**src/verilog/eqlt_map.svh**
```systemverilog
// Register offsets, field positions and reset values of the equalizer and loop-through bank.
`ifndef EQLT_MAP_SVH
`define EQLT_MAP_SVH

`define EQLT_ADDR_EQ_OVERRIDE 8'h44
`define EQLT_ADDR_EQ_FLOOR 8'h45
`define EQLT_ADDR_LOOP_SEL_A 8'h52
`define EQLT_ADDR_LOOP_DRV_EN 8'h56
`define EQLT_ADDR_LOOP_SEL_B 8'h57
`define EQLT_ADDR_LOOP_TX_PD 8'h63
`define EQLT_ADDR_TEST_PAT 8'h64

`define EQLT_RST_EQ_OVERRIDE 8'h60
`define EQLT_RST_EQ_FLOOR 8'h88
`define EQLT_RST_LOOP_SEL_A 8'h00
`define EQLT_RST_LOOP_DRV_EN 8'h00
`define EQLT_RST_LOOP_SEL_B 8'h00
`define EQLT_RST_LOOP_TX_PD 8'h00
`define EQLT_RST_TEST_PAT 8'h10
`define EQLT_RD_UNMAPPED 8'h00

`define EQLT_EQ_HI_MSB 7
`define EQLT_EQ_HI_LSB 5
`define EQLT_EQ_LO_MSB 3
`define EQLT_EQ_LO_LSB 1
`define EQLT_EQ_BYPASS_BIT 0
`define EQLT_FLOOR_MSB 3
`define EQLT_FLOOR_LSB 0
`define EQLT_SRC_BIT_POS 7
`define EQLT_SRC_FIELD_MSB 2
`define EQLT_SRC_FIELD_LSB 1
`define EQLT_DRV_EN_BIT 3
`define EQLT_TX_PD_BIT 0
`define EQLT_PAT_EN_BIT 0
`define EQLT_RST_FLOOR_VALUE 4'h8

`define EQLT_SRC_CODE_A 2'h1
`define EQLT_SRC_CODE_B 2'h2

`endif

```
**src/verilog/eqlt_pkg.sv**
```systemverilog
// Types shared by the equalizer and loop-through configuration bank.
package eqlt_pkg;

  typedef logic [7:0] eqlt_byte_t;

  // Receive input that feeds the loop-through output.
  typedef enum logic [1:0] {
    EQLT_SRC_NONE,
    EQLT_SRC_A,
    EQLT_SRC_B
  } eqlt_src_t;

endpackage : eqlt_pkg
```
**src/verilog/eqlt_cfg_if.sv**
```systemverilog
// Interface joining the register bank to its floor bank and loop-through router.
`timescale 1ns/1ps
`default_nettype none

interface eqlt_cfg_if;
  import eqlt_pkg::*;
  logic floorWr;
  eqlt_byte_t wdata;
  logic portB;
  eqlt_byte_t floorRd;
  logic [3:0] floorA;
  logic [3:0] floorB;
  logic srcBit;
  logic [1:0] srcField;
  logic drvEnable;
  logic txOff;
  eqlt_src_t route;
  logic agree;
  logic drvOn;
  logic txOffOut;

  modport bank (output floorWr, wdata, portB, srcBit, srcField, drvEnable, txOff,
                input floorRd, floorA, floorB, route, agree, drvOn, txOffOut);
  modport floor (input floorWr, wdata, portB, output floorRd, floorA, floorB);
  modport loop (input srcBit, srcField, drvEnable, txOff,
                output route, agree, drvOn, txOffOut);
endinterface : eqlt_cfg_if

`default_nettype wire

```
**src/verilog/eqlt_config_regs.sv**
```systemverilog
// Equalizer override, adaptive floor and loop-through configuration register bank.
//
// Overview of operation
// [RQ1] In bypass, equalizer setting bits 5..3 come from override bits 7..5, reset 3.
// [RQ2] In bypass, equalizer setting bits 2..0 come from override bits 3..1, reset 0.
// [RQ3] Adaptation starts from a four-bit floor in bits 3..0, reset 8.
// [RQ4] With second port selected, the floor register serves the second port.
// [RQ5] Single select bit 7: one routes input B, zero routes input A.
// [RQ6] Two-bit select field: code 01 routes input A, code 10 input B.
// [RQ7] Software keeps the select bit and the select field naming one port.
// [RQ8] Loop driver drives only with its enable bit 3 set; resets off.
// [RQ9] Transmitter power-down bit 0: zero powered up, one powered down, reset 0.
// [RQ10] Software powers the transmitter down before starting the pattern generator.
// [RQ11] Bypass bit 0 set applies manual values; clear keeps adaptation running.
//
// Our own choice: the strobed register port.
`timescale 1ns/1ps
`default_nettype none
`include "eqlt_map.svh"

module eqlt_config_regs
  import eqlt_pkg::*;
#(
  parameter int NPORTS = 2
) (
  input wire logic clk,
  input wire logic rstn,
  input wire logic [7:0] regAddr,
  input wire logic [7:0] regWdata,
  input wire logic regWr,
  input wire logic regRd,
  output logic [7:0] regRdata,
  input wire logic secondPortSelect,
  output logic eqAdaptDisable,
  output logic [5:0] eqManualSetting,
  output logic [3:0] eqFloorPortA,
  output logic [3:0] eqFloorPortB,
  output logic loopSourceB,
  output logic loopSourceValid,
  output logic loopDriverOn,
  output logic loopTxOff,
  output logic patternEnable,
  output logic patternBlocked
);

  eqlt_cfg_if cfg ();

  eqlt_byte_t eqOverride;
  eqlt_byte_t loopSelA;
  eqlt_byte_t loopDrvEn;
  eqlt_byte_t loopSelB;
  eqlt_byte_t loopTxPd;
  eqlt_byte_t testPattern;
  eqlt_byte_t next_rdata;
  logic wrOverride;
  logic wrFloor;
  logic wrSelA;
  logic wrDrvEn;
  logic wrSelB;
  logic wrTxPd;
  logic wrTestPat;
  logic eqBypass;
  logic [2:0] eqHighBits;
  logic [2:0] eqLowBits;
  logic [5:0] next_manual;
  logic txPowerDown;
  logic patternStart;
  logic routeIsB;
  logic next_patternEnable;
  logic next_patternBlocked;

  // Write hits in the equalizer area, one per register.
  assign wrOverride = regWr && (regAddr == `EQLT_ADDR_EQ_OVERRIDE);
  assign wrFloor = regWr && (regAddr == `EQLT_ADDR_EQ_FLOOR);

  // Write hits in the loop-through area.
  assign wrSelA = regWr && (regAddr == `EQLT_ADDR_LOOP_SEL_A);
  assign wrDrvEn = regWr && (regAddr == `EQLT_ADDR_LOOP_DRV_EN);
  assign wrSelB = regWr && (regAddr == `EQLT_ADDR_LOOP_SEL_B);
  assign wrTxPd = regWr && (regAddr == `EQLT_ADDR_LOOP_TX_PD);

  // Write hit of the test pattern byte.
  assign wrTestPat = regWr && (regAddr == `EQLT_ADDR_TEST_PAT);

  // Manual equalizer override byte with the bypass flag in bit 0.
  always_ff @(posedge clk or negedge rstn) begin
    if (!rstn) begin
      eqOverride <= `EQLT_RST_EQ_OVERRIDE; // RQ1
    end else if (wrOverride) begin
      eqOverride <= regWdata;
    end
  end

  // First loop-through source select, the single bit in position 7.
  always_ff @(posedge clk or negedge rstn) begin
    if (!rstn) begin
      loopSelA <= `EQLT_RST_LOOP_SEL_A;
    end else if (wrSelA) begin
      loopSelA <= regWdata;
    end
  end

  // Loop-through driver enable; the driver stays off until software sets it.
  always_ff @(posedge clk or negedge rstn) begin
    if (!rstn) begin
      loopDrvEn <= `EQLT_RST_LOOP_DRV_EN; // RQ8
    end else if (wrDrvEn) begin
      loopDrvEn <= regWdata;
    end
  end

  // Second loop-through source select, the two-bit field.
  always_ff @(posedge clk or negedge rstn) begin
    if (!rstn) begin
      loopSelB <= `EQLT_RST_LOOP_SEL_B;
    end else if (wrSelB) begin
      loopSelB <= regWdata;
    end
  end

  // Loop-through transmitter power-down.
  always_ff @(posedge clk or negedge rstn) begin
    if (!rstn) begin
      loopTxPd <= `EQLT_RST_LOOP_TX_PD; // RQ9
    end else if (wrTxPd) begin
      loopTxPd <= regWdata;
    end
  end

  // Test pattern control byte, held for the pattern generator.
  always_ff @(posedge clk or negedge rstn) begin
    if (!rstn) begin
      testPattern <= `EQLT_RST_TEST_PAT;
    end else if (wrTestPat) begin
      testPattern <= regWdata;
    end
  end

  // Controls of the floor bank: write hit, data and the port that it serves.
  assign cfg.floorWr = wrFloor;
  assign cfg.wdata = regWdata;
  assign cfg.portB = secondPortSelect; // RQ4

  // Controls of the router: both source selects, the driver enable and the power-down.
  assign cfg.srcBit = loopSelA[`EQLT_SRC_BIT_POS]; // RQ5
  assign cfg.srcField = loopSelB[`EQLT_SRC_FIELD_MSB:`EQLT_SRC_FIELD_LSB]; // RQ6
  assign cfg.drvEnable = loopDrvEn[`EQLT_DRV_EN_BIT]; // RQ8
  assign cfg.txOff = txPowerDown; // RQ9

  // Named fields of the override, power-down and pattern bytes.
  assign eqBypass = eqOverride[`EQLT_EQ_BYPASS_BIT]; // RQ11
  assign eqHighBits = eqOverride[`EQLT_EQ_HI_MSB:`EQLT_EQ_HI_LSB]; // RQ1
  assign eqLowBits = eqOverride[`EQLT_EQ_LO_MSB:`EQLT_EQ_LO_LSB]; // RQ2
  assign txPowerDown = loopTxPd[`EQLT_TX_PD_BIT]; // RQ9
  assign patternStart = testPattern[`EQLT_PAT_EN_BIT];

  // Manual six-bit setting: both stage fields in bypass, zero while adapting.
  always_comb begin
    if (eqBypass) begin
      next_manual = {eqHighBits, eqLowBits}; // RQ1 RQ2
    end else begin
      next_manual = 6'h00; // RQ11
    end
  end

  eqlt_floor_bank #(
    .NPORTS(NPORTS)
  ) u_floor (
    .clk(clk),
    .rstn(rstn),
    .cfg(cfg.floor)
  );

  eqlt_loop_route u_loop (
    .clk(clk),
    .rstn(rstn),
    .cfg(cfg.loop)
  );

  // Read multiplexer; an unmapped address reads as zero.
  always_comb begin
    case (regAddr)
      `EQLT_ADDR_EQ_OVERRIDE: next_rdata = eqOverride;
      `EQLT_ADDR_EQ_FLOOR: next_rdata = cfg.floorRd; // RQ4
      `EQLT_ADDR_LOOP_SEL_A: next_rdata = loopSelA;
      `EQLT_ADDR_LOOP_DRV_EN: next_rdata = loopDrvEn;
      `EQLT_ADDR_LOOP_SEL_B: next_rdata = loopSelB;
      `EQLT_ADDR_LOOP_TX_PD: next_rdata = loopTxPd;
      `EQLT_ADDR_TEST_PAT: next_rdata = testPattern;
      default: next_rdata = `EQLT_RD_UNMAPPED;
    endcase
  end

  // Read data stands for the one cycle after the read strobe and is zero otherwise.
  always_ff @(posedge clk or negedge rstn) begin
    if (!rstn) begin
      regRdata <= `EQLT_RD_UNMAPPED;
    end else if (regRd) begin
      regRdata <= next_rdata;
    end else begin
      regRdata <= `EQLT_RD_UNMAPPED;
    end
  end

  // Bypass level towards the equalizer; a one holds adaptation off.
  always_ff @(posedge clk or negedge rstn) begin
    if (!rstn) begin
      eqAdaptDisable <= 1'b0;
    end else begin
      eqAdaptDisable <= eqBypass; // RQ11
    end
  end

  // Manual equalizer setting handed to the receive front end.
  always_ff @(posedge clk or negedge rstn) begin
    if (!rstn) begin
      eqManualSetting <= 6'h00;
    end else begin
      eqManualSetting <= next_manual; // RQ1 RQ2
    end
  end

  // Starting floor of port A, registered once more so the output comes from a flop here.
  always_ff @(posedge clk or negedge rstn) begin
    if (!rstn) begin
      eqFloorPortA <= `EQLT_RST_FLOOR_VALUE;
    end else begin
      eqFloorPortA <= cfg.floorA; // RQ3
    end
  end

  // Starting floor of port B, written only while the second port is selected.
  always_ff @(posedge clk or negedge rstn) begin
    if (!rstn) begin
      eqFloorPortB <= `EQLT_RST_FLOOR_VALUE;
    end else begin
      eqFloorPortB <= cfg.floorB; // RQ3 RQ4
    end
  end

  // Router decision reduced to the one bit that tells which input feeds the output.
  assign routeIsB = (cfg.route == EQLT_SRC_B); // RQ5

  // Source of the loop-through output.
  always_ff @(posedge clk or negedge rstn) begin
    if (!rstn) begin
      loopSourceB <= 1'b0;
    end else begin
      loopSourceB <= routeIsB; // RQ5
    end
  end

  // Agreement of the two selects; the path stays shut while they differ.
  always_ff @(posedge clk or negedge rstn) begin
    if (!rstn) begin
      loopSourceValid <= 1'b0;
    end else begin
      loopSourceValid <= cfg.agree; // RQ7
    end
  end

  // Loop-through driver, on only with its enable set and the selects agreeing.
  always_ff @(posedge clk or negedge rstn) begin
    if (!rstn) begin
      loopDriverOn <= 1'b0;
    end else begin
      loopDriverOn <= cfg.drvOn; // RQ8
    end
  end

  // Transmitter power-down level.
  always_ff @(posedge clk or negedge rstn) begin
    if (!rstn) begin
      loopTxOff <= 1'b0;
    end else begin
      loopTxOff <= cfg.txOffOut; // RQ9
    end
  end

  // Pattern start is let through only once the transmitter is powered down.
  assign next_patternEnable = patternStart && txPowerDown; // RQ10
  assign next_patternBlocked = patternStart && !txPowerDown; // RQ10

  // Pattern generator enable towards the generator.
  always_ff @(posedge clk or negedge rstn) begin
    if (!rstn) begin
      patternEnable <= 1'b0;
    end else begin
      patternEnable <= next_patternEnable; // RQ10
    end
  end

  // Flag of a start request made while the transmitter is still powered.
  always_ff @(posedge clk or negedge rstn) begin
    if (!rstn) begin
      patternBlocked <= 1'b0;
    end else begin
      patternBlocked <= next_patternBlocked; // RQ10
    end
  end

endmodule : eqlt_config_regs

`default_nettype wire

```
**src/verilog/eqlt_floor_bank.sv**
```systemverilog
// Per-port adaptive equalizer floor registers, written and read through the port select.
`timescale 1ns/1ps
`default_nettype none
`include "eqlt_map.svh"

module eqlt_floor_bank
  import eqlt_pkg::*;
#(
  parameter int NPORTS = 2
) (
  input wire logic clk,
  input wire logic rstn,
  eqlt_cfg_if.floor cfg
);

  eqlt_byte_t floorReg [NPORTS];

  // One floor byte per receive port; a write lands on the port chosen by the select.
  for (genvar p = 0; p < NPORTS; p++) begin : g_port
    always_ff @(posedge clk or negedge rstn) begin
      if (!rstn) begin
        floorReg[p] <= `EQLT_RST_EQ_FLOOR;
      end else if (cfg.floorWr && (int'(cfg.portB) == p)) begin
        floorReg[p] <= cfg.wdata; // RQ4
      end
    end
  end

  // Readback shows the byte of the currently selected port.
  assign cfg.floorRd = floorReg[cfg.portB]; // RQ4
  // Starting floor handed to each port's adaptation engine.
  assign cfg.floorA = floorReg[0][`EQLT_FLOOR_MSB:`EQLT_FLOOR_LSB]; // RQ3
  assign cfg.floorB = floorReg[1][`EQLT_FLOOR_MSB:`EQLT_FLOOR_LSB]; // RQ3

endmodule : eqlt_floor_bank

`default_nettype wire

```
**src/verilog/eqlt_loop_route.sv**
```systemverilog
// Resolves the loop-through source from both select registers and drives the output controls.
`timescale 1ns/1ps
`default_nettype none
`include "eqlt_map.svh"

module eqlt_loop_route
  import eqlt_pkg::*;
(
  input wire logic clk,
  input wire logic rstn,
  eqlt_cfg_if.loop cfg
);

  eqlt_src_t next_route;
  logic next_agree;
  eqlt_src_t fieldSrc;

  // Decode of the two-bit field; codes 00 and 11 name no port.
  always_comb begin
    case (cfg.srcField)
      `EQLT_SRC_CODE_A: fieldSrc = EQLT_SRC_A; // RQ6
      `EQLT_SRC_CODE_B: fieldSrc = EQLT_SRC_B; // RQ6
      default: fieldSrc = EQLT_SRC_NONE;
    endcase
  end

  // The single bit picks the port; the field must name the same one for the path to open.
  always_comb begin
    next_agree = (fieldSrc == (cfg.srcBit ? EQLT_SRC_B : EQLT_SRC_A)); // RQ7
    next_route = next_agree ? fieldSrc : EQLT_SRC_NONE;
    if (next_agree) begin
      next_route = cfg.srcBit ? EQLT_SRC_B : EQLT_SRC_A; // RQ5
    end
  end

  // Registered controls so the analog side sees clean levels.
  always_ff @(posedge clk or negedge rstn) begin
    if (!rstn) begin
      cfg.route <= EQLT_SRC_NONE;
      cfg.agree <= 1'b0;
      cfg.drvOn <= 1'b0;
      cfg.txOffOut <= 1'b0;
    end else begin
      cfg.route <= next_route;
      cfg.agree <= next_agree;
      cfg.drvOn <= cfg.drvEnable && next_agree; // RQ8
      cfg.txOffOut <= cfg.txOff; // RQ9
    end
  end

endmodule : eqlt_loop_route

`default_nettype wire

```
**config.mk**
```make
export PLATFORM = sky130hd
export DESIGN_NAME = eqlt_config_regs
export DESIGN_NICKNAME = d
export VERILOG_FILES = /design/src/verilog/eqlt_pkg.sv /design/src/verilog/eqlt_cfg_if.sv /design/src/verilog/eqlt_config_regs.sv /design/src/verilog/eqlt_floor_bank.sv /design/src/verilog/eqlt_loop_route.sv
export VERILOG_INCLUDE_DIRS = /design/src /design/src/verilog
export SDC_FILE = /design/constraint.sdc
export NUM_CORES = 1
export LEC_CHECK = 0
export BUFFER_PORTS_ARGS = -buffer_cell sky130_fd_sc_hd__buf_2
export CORE_ASPECT_RATIO = 0.9
export CORE_MARGIN = 5
export CORE_UTILIZATION = 43
export CTS_CLUSTER_DIAMETER = 150
export DETAILED_ROUTE_END_ITERATION = 6
export SYNTH_ARGS = -nofsm -noshare
export SYNTH_HDL_FRONTEND = slang
export SYNTH_HIERARCHICAL = 1
export SYNTH_SLANG_ARGS = --single-unit
export TNS_END_PERCENT = 10
```
**constraint.sdc**
```tcl
create_clock -name clk -period 1.21 [get_ports clk]
set_input_delay 0.1815 -clock clk [delete_from_list [all_inputs] [get_ports clk]]
set_output_delay 0.1815 -clock clk [all_outputs]
set_load 0.03 [all_outputs]
```
== Word-level counts from Yosys, hierarchy flattened ==
Index checks and enable logic that the tools add are counted.

* Bits in registers: 98
* Latch bits: 0
* Bits in writable memories: 0
* ROM bits: 0
* Input bits: 21
* Word-level logic and storage cells: 59
* Memories: 0

* Add/sub/neg operators: 0
* Multiply operators: 0
* Div/mod/pow operators: 0
* $lt $le $gt $ge: 1
* Eq/ne operators: 11
* Shifts and indexed selects: 0
* Multiplexer cells: 9
* Bitwise gates (word level): 2
* Reduce and logical (&&, ||, !) cells: 13

{| class="wikitable"
|+ Operators with widths
! cell !! number
|-
| equality test 8 x 7 -> 1 bit, second input constant || 7
|-
| case mux 8 bit (7 select lines) || 1
|-
| two-way mux 8 bit || 4
|-
| logical AND 1 bit || 12
|-
| two-way mux 6 bit || 1
|-
| equality test 2 bit, second input constant || 2
|-
| two-way mux 2 bit || 2
|-
| case mux 2 bit (2 select lines) || 1
|-
| equality test 2 x 1 -> 1 bit, second input constant || 1
|-
| equality test 2 bit || 1
|-
| greater-or-equal comparator 2 bit, second input constant || 1
|-
| inverter 1 -> 2 bit || 1
|-
| logical NOT 1 bit || 1
|-
| inverter 1 bit || 1
|}

== Longest topological paths before layout ==
* Word-level depth: 6
* Gate-level depth with buffers: 7

== Cells and area by module ==
The synthesis kept the hierarchy.

{| class="wikitable"
|+ Modules (own cells, without submodules)
! module !! times used !! cells each !! area an instance (um^2)
|-
| eqlt_config_regs || 1 || 228 || 3,261.9
|-
| eqlt_floor_bank || 1 || 52 || 812.0
|-
| eqlt_loop_route || 1 || 11 || 163.9
|}

== Least setup slack after synthesis ==
Ideal clock, no wire load.

* Path type: input to register
* From: input regAddr[4]
* To: register u_floor.floorReg (netlist bit u_floor/cfg.floorA[0])
* Library setup time: 0.125 ns
* Data arrival time: 1.766 ns
* Setup slack: -0.681 ns
* Stages: 6
* Buffers on the path: 2
* Cell sequence: or4b_1 > buf_2 > nor3_1 > nor2b_4 > buf_8 > mux2_4

* Cells in the longest elaborated chain, start to end: 3

{| class="wikitable"
|+ Ends and longest elaborated chain
! what !! RTL line !! source
|-
| from (decl) || eqlt_config_regs.sv:28 || <nowiki>input wire logic [7:0] regAddr,</nowiki>
|-
| equality test 8 x 7 -> 1 bit || - ||
|-
| logical AND 1 bit || eqlt_config_regs.sv:74 || <nowiki>assign wrFloor = regWr && (regAddr == `EQLT_ADDR_EQ_FLOOR);</nowiki>
|-
| net cfg.floorWr || eqlt_cfg_if.sv:7 || <nowiki>logic floorWr;</nowiki>
|-
| logical AND 1 bit || eqlt_floor_bank.sv:23 || <nowiki>end else if (cfg.floorWr && (int'(cfg.portB) == p)) begin</nowiki>
|-
| to (signal, indexed assignment) || eqlt_floor_bank.sv:22 || <nowiki>floorReg[p] <= `EQLT_RST_EQ_FLOOR;</nowiki>
|-
| to (signal, indexed assignment) || eqlt_floor_bank.sv:24 || <nowiki>floorReg[p] <= cfg.wdata;</nowiki>
|-
| to (decl) || eqlt_floor_bank.sv:16 || <nowiki>eqlt_byte_t floorReg [NPORTS];</nowiki>
|}

The timed path passes the listed nets, and every way through them passes these cells.
A chain may end at the register's enable or synchronous reset.

== Final worst setup path ==
* From: input regAddr[7]
* To: register u_floor.floorReg (netlist bit u_floor/cfg.floorA[0])

The elaborated chain is that of the path after synthesis.

==> metrics.csv <==
metric;value;unit
#FFs+latches synth;98;
post-route antenna net violation count;0;
Root Buffer;clkbuf_8;
Die W;115;um
largest net degree at the start of global routing;28;
GRT Total Usage;0.158;
sw frac;0.247;
Netlist cell types;39;
Syn Area/Cell;14.6;um^2
maximum clock frequency;719;MHz
placer's final routability congestion estimate;0.797;
nets@finish;400;
FF-to-FF Start;u_floor/floorReg[14];
Multi-input gate area;1830;um^2
total congestion overflow;0;
total die area;11900;um^2
Fin. Hold Viols;0;
Post-synth top flop;dfrtp_1;
initial antenna violation count;0;
DR WL/cell;17.1;um
Worst-path clk slew;0.10;ns
Final WS setup;-0.181;ns
final period demand of the worst path;1.39;ns
Area Growth Syn to Fin;26.7;%
Clk pwr share;0.346;
Worst VDD drop;0.887;mV
Post-Syn Instances;291;
drt drc;0;
Post-Route WL;8700;um
Vias;2611;
outcome;finished, violations left;
Synth area leader;dfrtp_1;
synth cell count leaders;dfrtp_1 (89), mux2_1 (32), mux2_2 (24);
synth top area cells;dfrtp_1 (53%), mux2_1 (8.5%), mux2_2 (6.4%);
Post-synth EDFFs;0;
power density over the cells;1150;nW/um^2
Comb power frac;0.094;
Max-Cap Viols;0;
post-route clock period utilization;1.15;
total power;6170;uW
Clock Skew;0.0124;ns
Rel. slew slack;0.735;
failing checks;negative setup slack;
register area share after synthesis;0.581;
final setup fails;43;
path depth of the worst reg2reg path;5;
post-synth top area share;0.526;
worst min path class;in -> reg;
CP startpoint kind;input port;
FILL cells;786;
worst-margin pin slew;0.398;ns
share of cells above drive strength 1;0.505;
Int Pwr;4640;uW
Leak;0.00272;uW
Crit path required time;1.45;ns
Register Area;2460;um^2
Post-Syn Area;4240;um^2
crit end category;register;
CTS tree;built;
Clock Sinks;98;
1st-pass router iterations;5;
clk_lat worst skew;0.36;ns
count leader, synth;dfrtp_1;
first-pass GRT wire length;14900;um
vias in the first global route;2856;
Ports;50;
highest net fanout along the worst path;8;
Avg Vias per Cell;5.12;
critical path class;in -> reg;
Iter 0 DRT Violations;102;
Seq pwr share;0.559;
sw power;1520;uW
RR Endpoint;regRdata[6];
Worst Setup EP;u_floor/cfg.floorA[0];
Post-synth ARST share;1.00;
Mapped Nets;312;
r2r setup slk;-0.13;ns
CTS Buf Count;9;
Arrival @ worst endpoint;1.63;ns
Row Count;34;
Detailed Place HPWL;6380;um
Die H;104;um
Core ar.;9660;um^2
CTS Buffer Depth;2;
max-slew violations;0;
PortBufs;49;
Starting Density;0.439;
Final Util;0.556;
Syn. warnings;6;
H-Tree Depth;3;
Ant. Diodes;0;
Setup crit start;regAddr[7];
RSZ-0062 raised after global routing;true;
-- power groups by stage --
stage | clock, uW | combinational (uW) | sequential [uW]
final | 2140 | 582 | 3450
after global routing | 2340 | 638 | 3470
after CTS | 2230 | 574 | 3450
after detailed placement | 0 | 540 | 3510
after global placement | 0 | 530 | 3510
after floorplan | 0 | 226 | 3530
-- critical path: stages --
cell,delay (ns)
buf_6,0.09
or4b_4,0.57
nor3_4,0.15
nor2b_4,0.19
buf_12,0.15
mux2_4,0.30
-- logic make-up after synthesis --
family	Yosys count	synth area share
buffers and inverters	22	0.0328
AO/OA/AOI/OAI	31	0.0567
AND/OR/NAND/NOR	52	0.0859
multiplexers	88	0.243
flip-flops	98	0.581
-- timing repair --
action / in CTS / in global routing
gates resized for setup: 27 / 14
setup buffers: 0 / 1
hold endpoints to repair: 78 / 0
pin swaps: 12 / 6
setup endpoints to repair: 74 / 74
hold buffers: 1 / 0
-- metal layers --
| metal | GRT usage | routed length (um) | share of wire |
|---|---|---|---|
| met5 | 0 | 0 | 0 |
| met2 | 0.248 | 4160 | 0.48 |
| met3 | 0.0413 | 318 | 0.037 |
| met4 | 0.0390 | 114 | 0.013 |
| met1 | 0.219 | 4110 | 0.47 |
-- worst min path at each step --
stage	from	to	slack, ns	cells past startpoint
after CTS	regWdata[6]	loopSelA[6]	0.14	2
final	regWdata[1]	loopSelB[1]	0.16	2
after global routing	regWdata[1]	loopSelB[1]	0.15	2
after global placement	rstn	eqFloorPortB[2]	0.09	1
after floorplan	rstn	eqAdaptDisable	-0.11	0
after detailed placement	rstn	eqFloorPortB[2]	0.09	1
-- stage by stage --
stage / cells / hold WS, ns / setup TNS (ns) / setup slack, ns / area [um^2]
global placement: 492 / 0.0851 / -36.25 / -0.572 / 4940
detailed placement: 492 / 0.0910 / -37.36 / -0.587 / 4940
floorplan: 291 / -0.114 / -21.68 / -0.490 / 4260
CTS: 509 / 0.144 / -5.11 / -0.217 / 5300
finish: 510 / 0.164 / -4.39 / -0.181 / 5370
global route: 510 / 0.152 / -6.13 / -0.196 / 5370
-- area by class of cell --
class                      count  area share
clock inverter                 6      0.0137
clock buffer                  10      0.0238
sequential                    98       0.459
inverter                       2     0.00140
multi-input combinational    171       0.341
timing repair buffer          97       0.132
tap                          126      0.0294
-- sequential cells by signal (all words and copies together) (netlist names), 4 cells and up --
| name | cells |
|---|---|
| eqOverride | 8 |
| u_floor/cfg.floorB | 4 |
| eqFloorPortA | 4 |
| loopTxPd | 8 |
| eqManualSetting | 6 |
| u_floor/cfg.floorA | 4 |
| loopDrvEn | 8 |
| eqFloorPortB | 4 |
| u_floor/floorReg | 8 |
| loopSelA | 8 |
| regRdata | 8 |
| loopSelB | 8 |
| testPattern | 8 |
-- placed cells by master (no fill, tap or decap), drive strengths merged --
| cell type | count |
|---|---|
| buf | 96 |
| dfrtp | 89 |
| mux2 | 72 |
| mux2i | 16 |
| nand2 | 12 |
| nor3 | 12 |
| clkbuf | 10 |
| dfstp | 9 |
| and2 | 8 |
| o2bb2ai | 8 |
| a211oi | 8 |
| a21oi | 5 |
| nor2b | 5 |
| a221oi | 4 |
| a22oi | 4 |
| nand2b | 4 |
| inv | 4 |
| nand4b | 2 |
| clkinvlp | 2 |
| or3b | 2 |
| nand4bb | 1 |
| nor4b | 1 |
| or4b | 1 |
| and4b | 1 |
| o31a | 1 |
| nor3b | 1 |
| nand3 | 1 |
| bufinv | 1 |
| clkinv | 1 |
| dlygate4sd3 | 1 |
| nand3b | 1 |
| a21boi | 1 |
No activity file was read; power rests on OpenSTA's default activity.
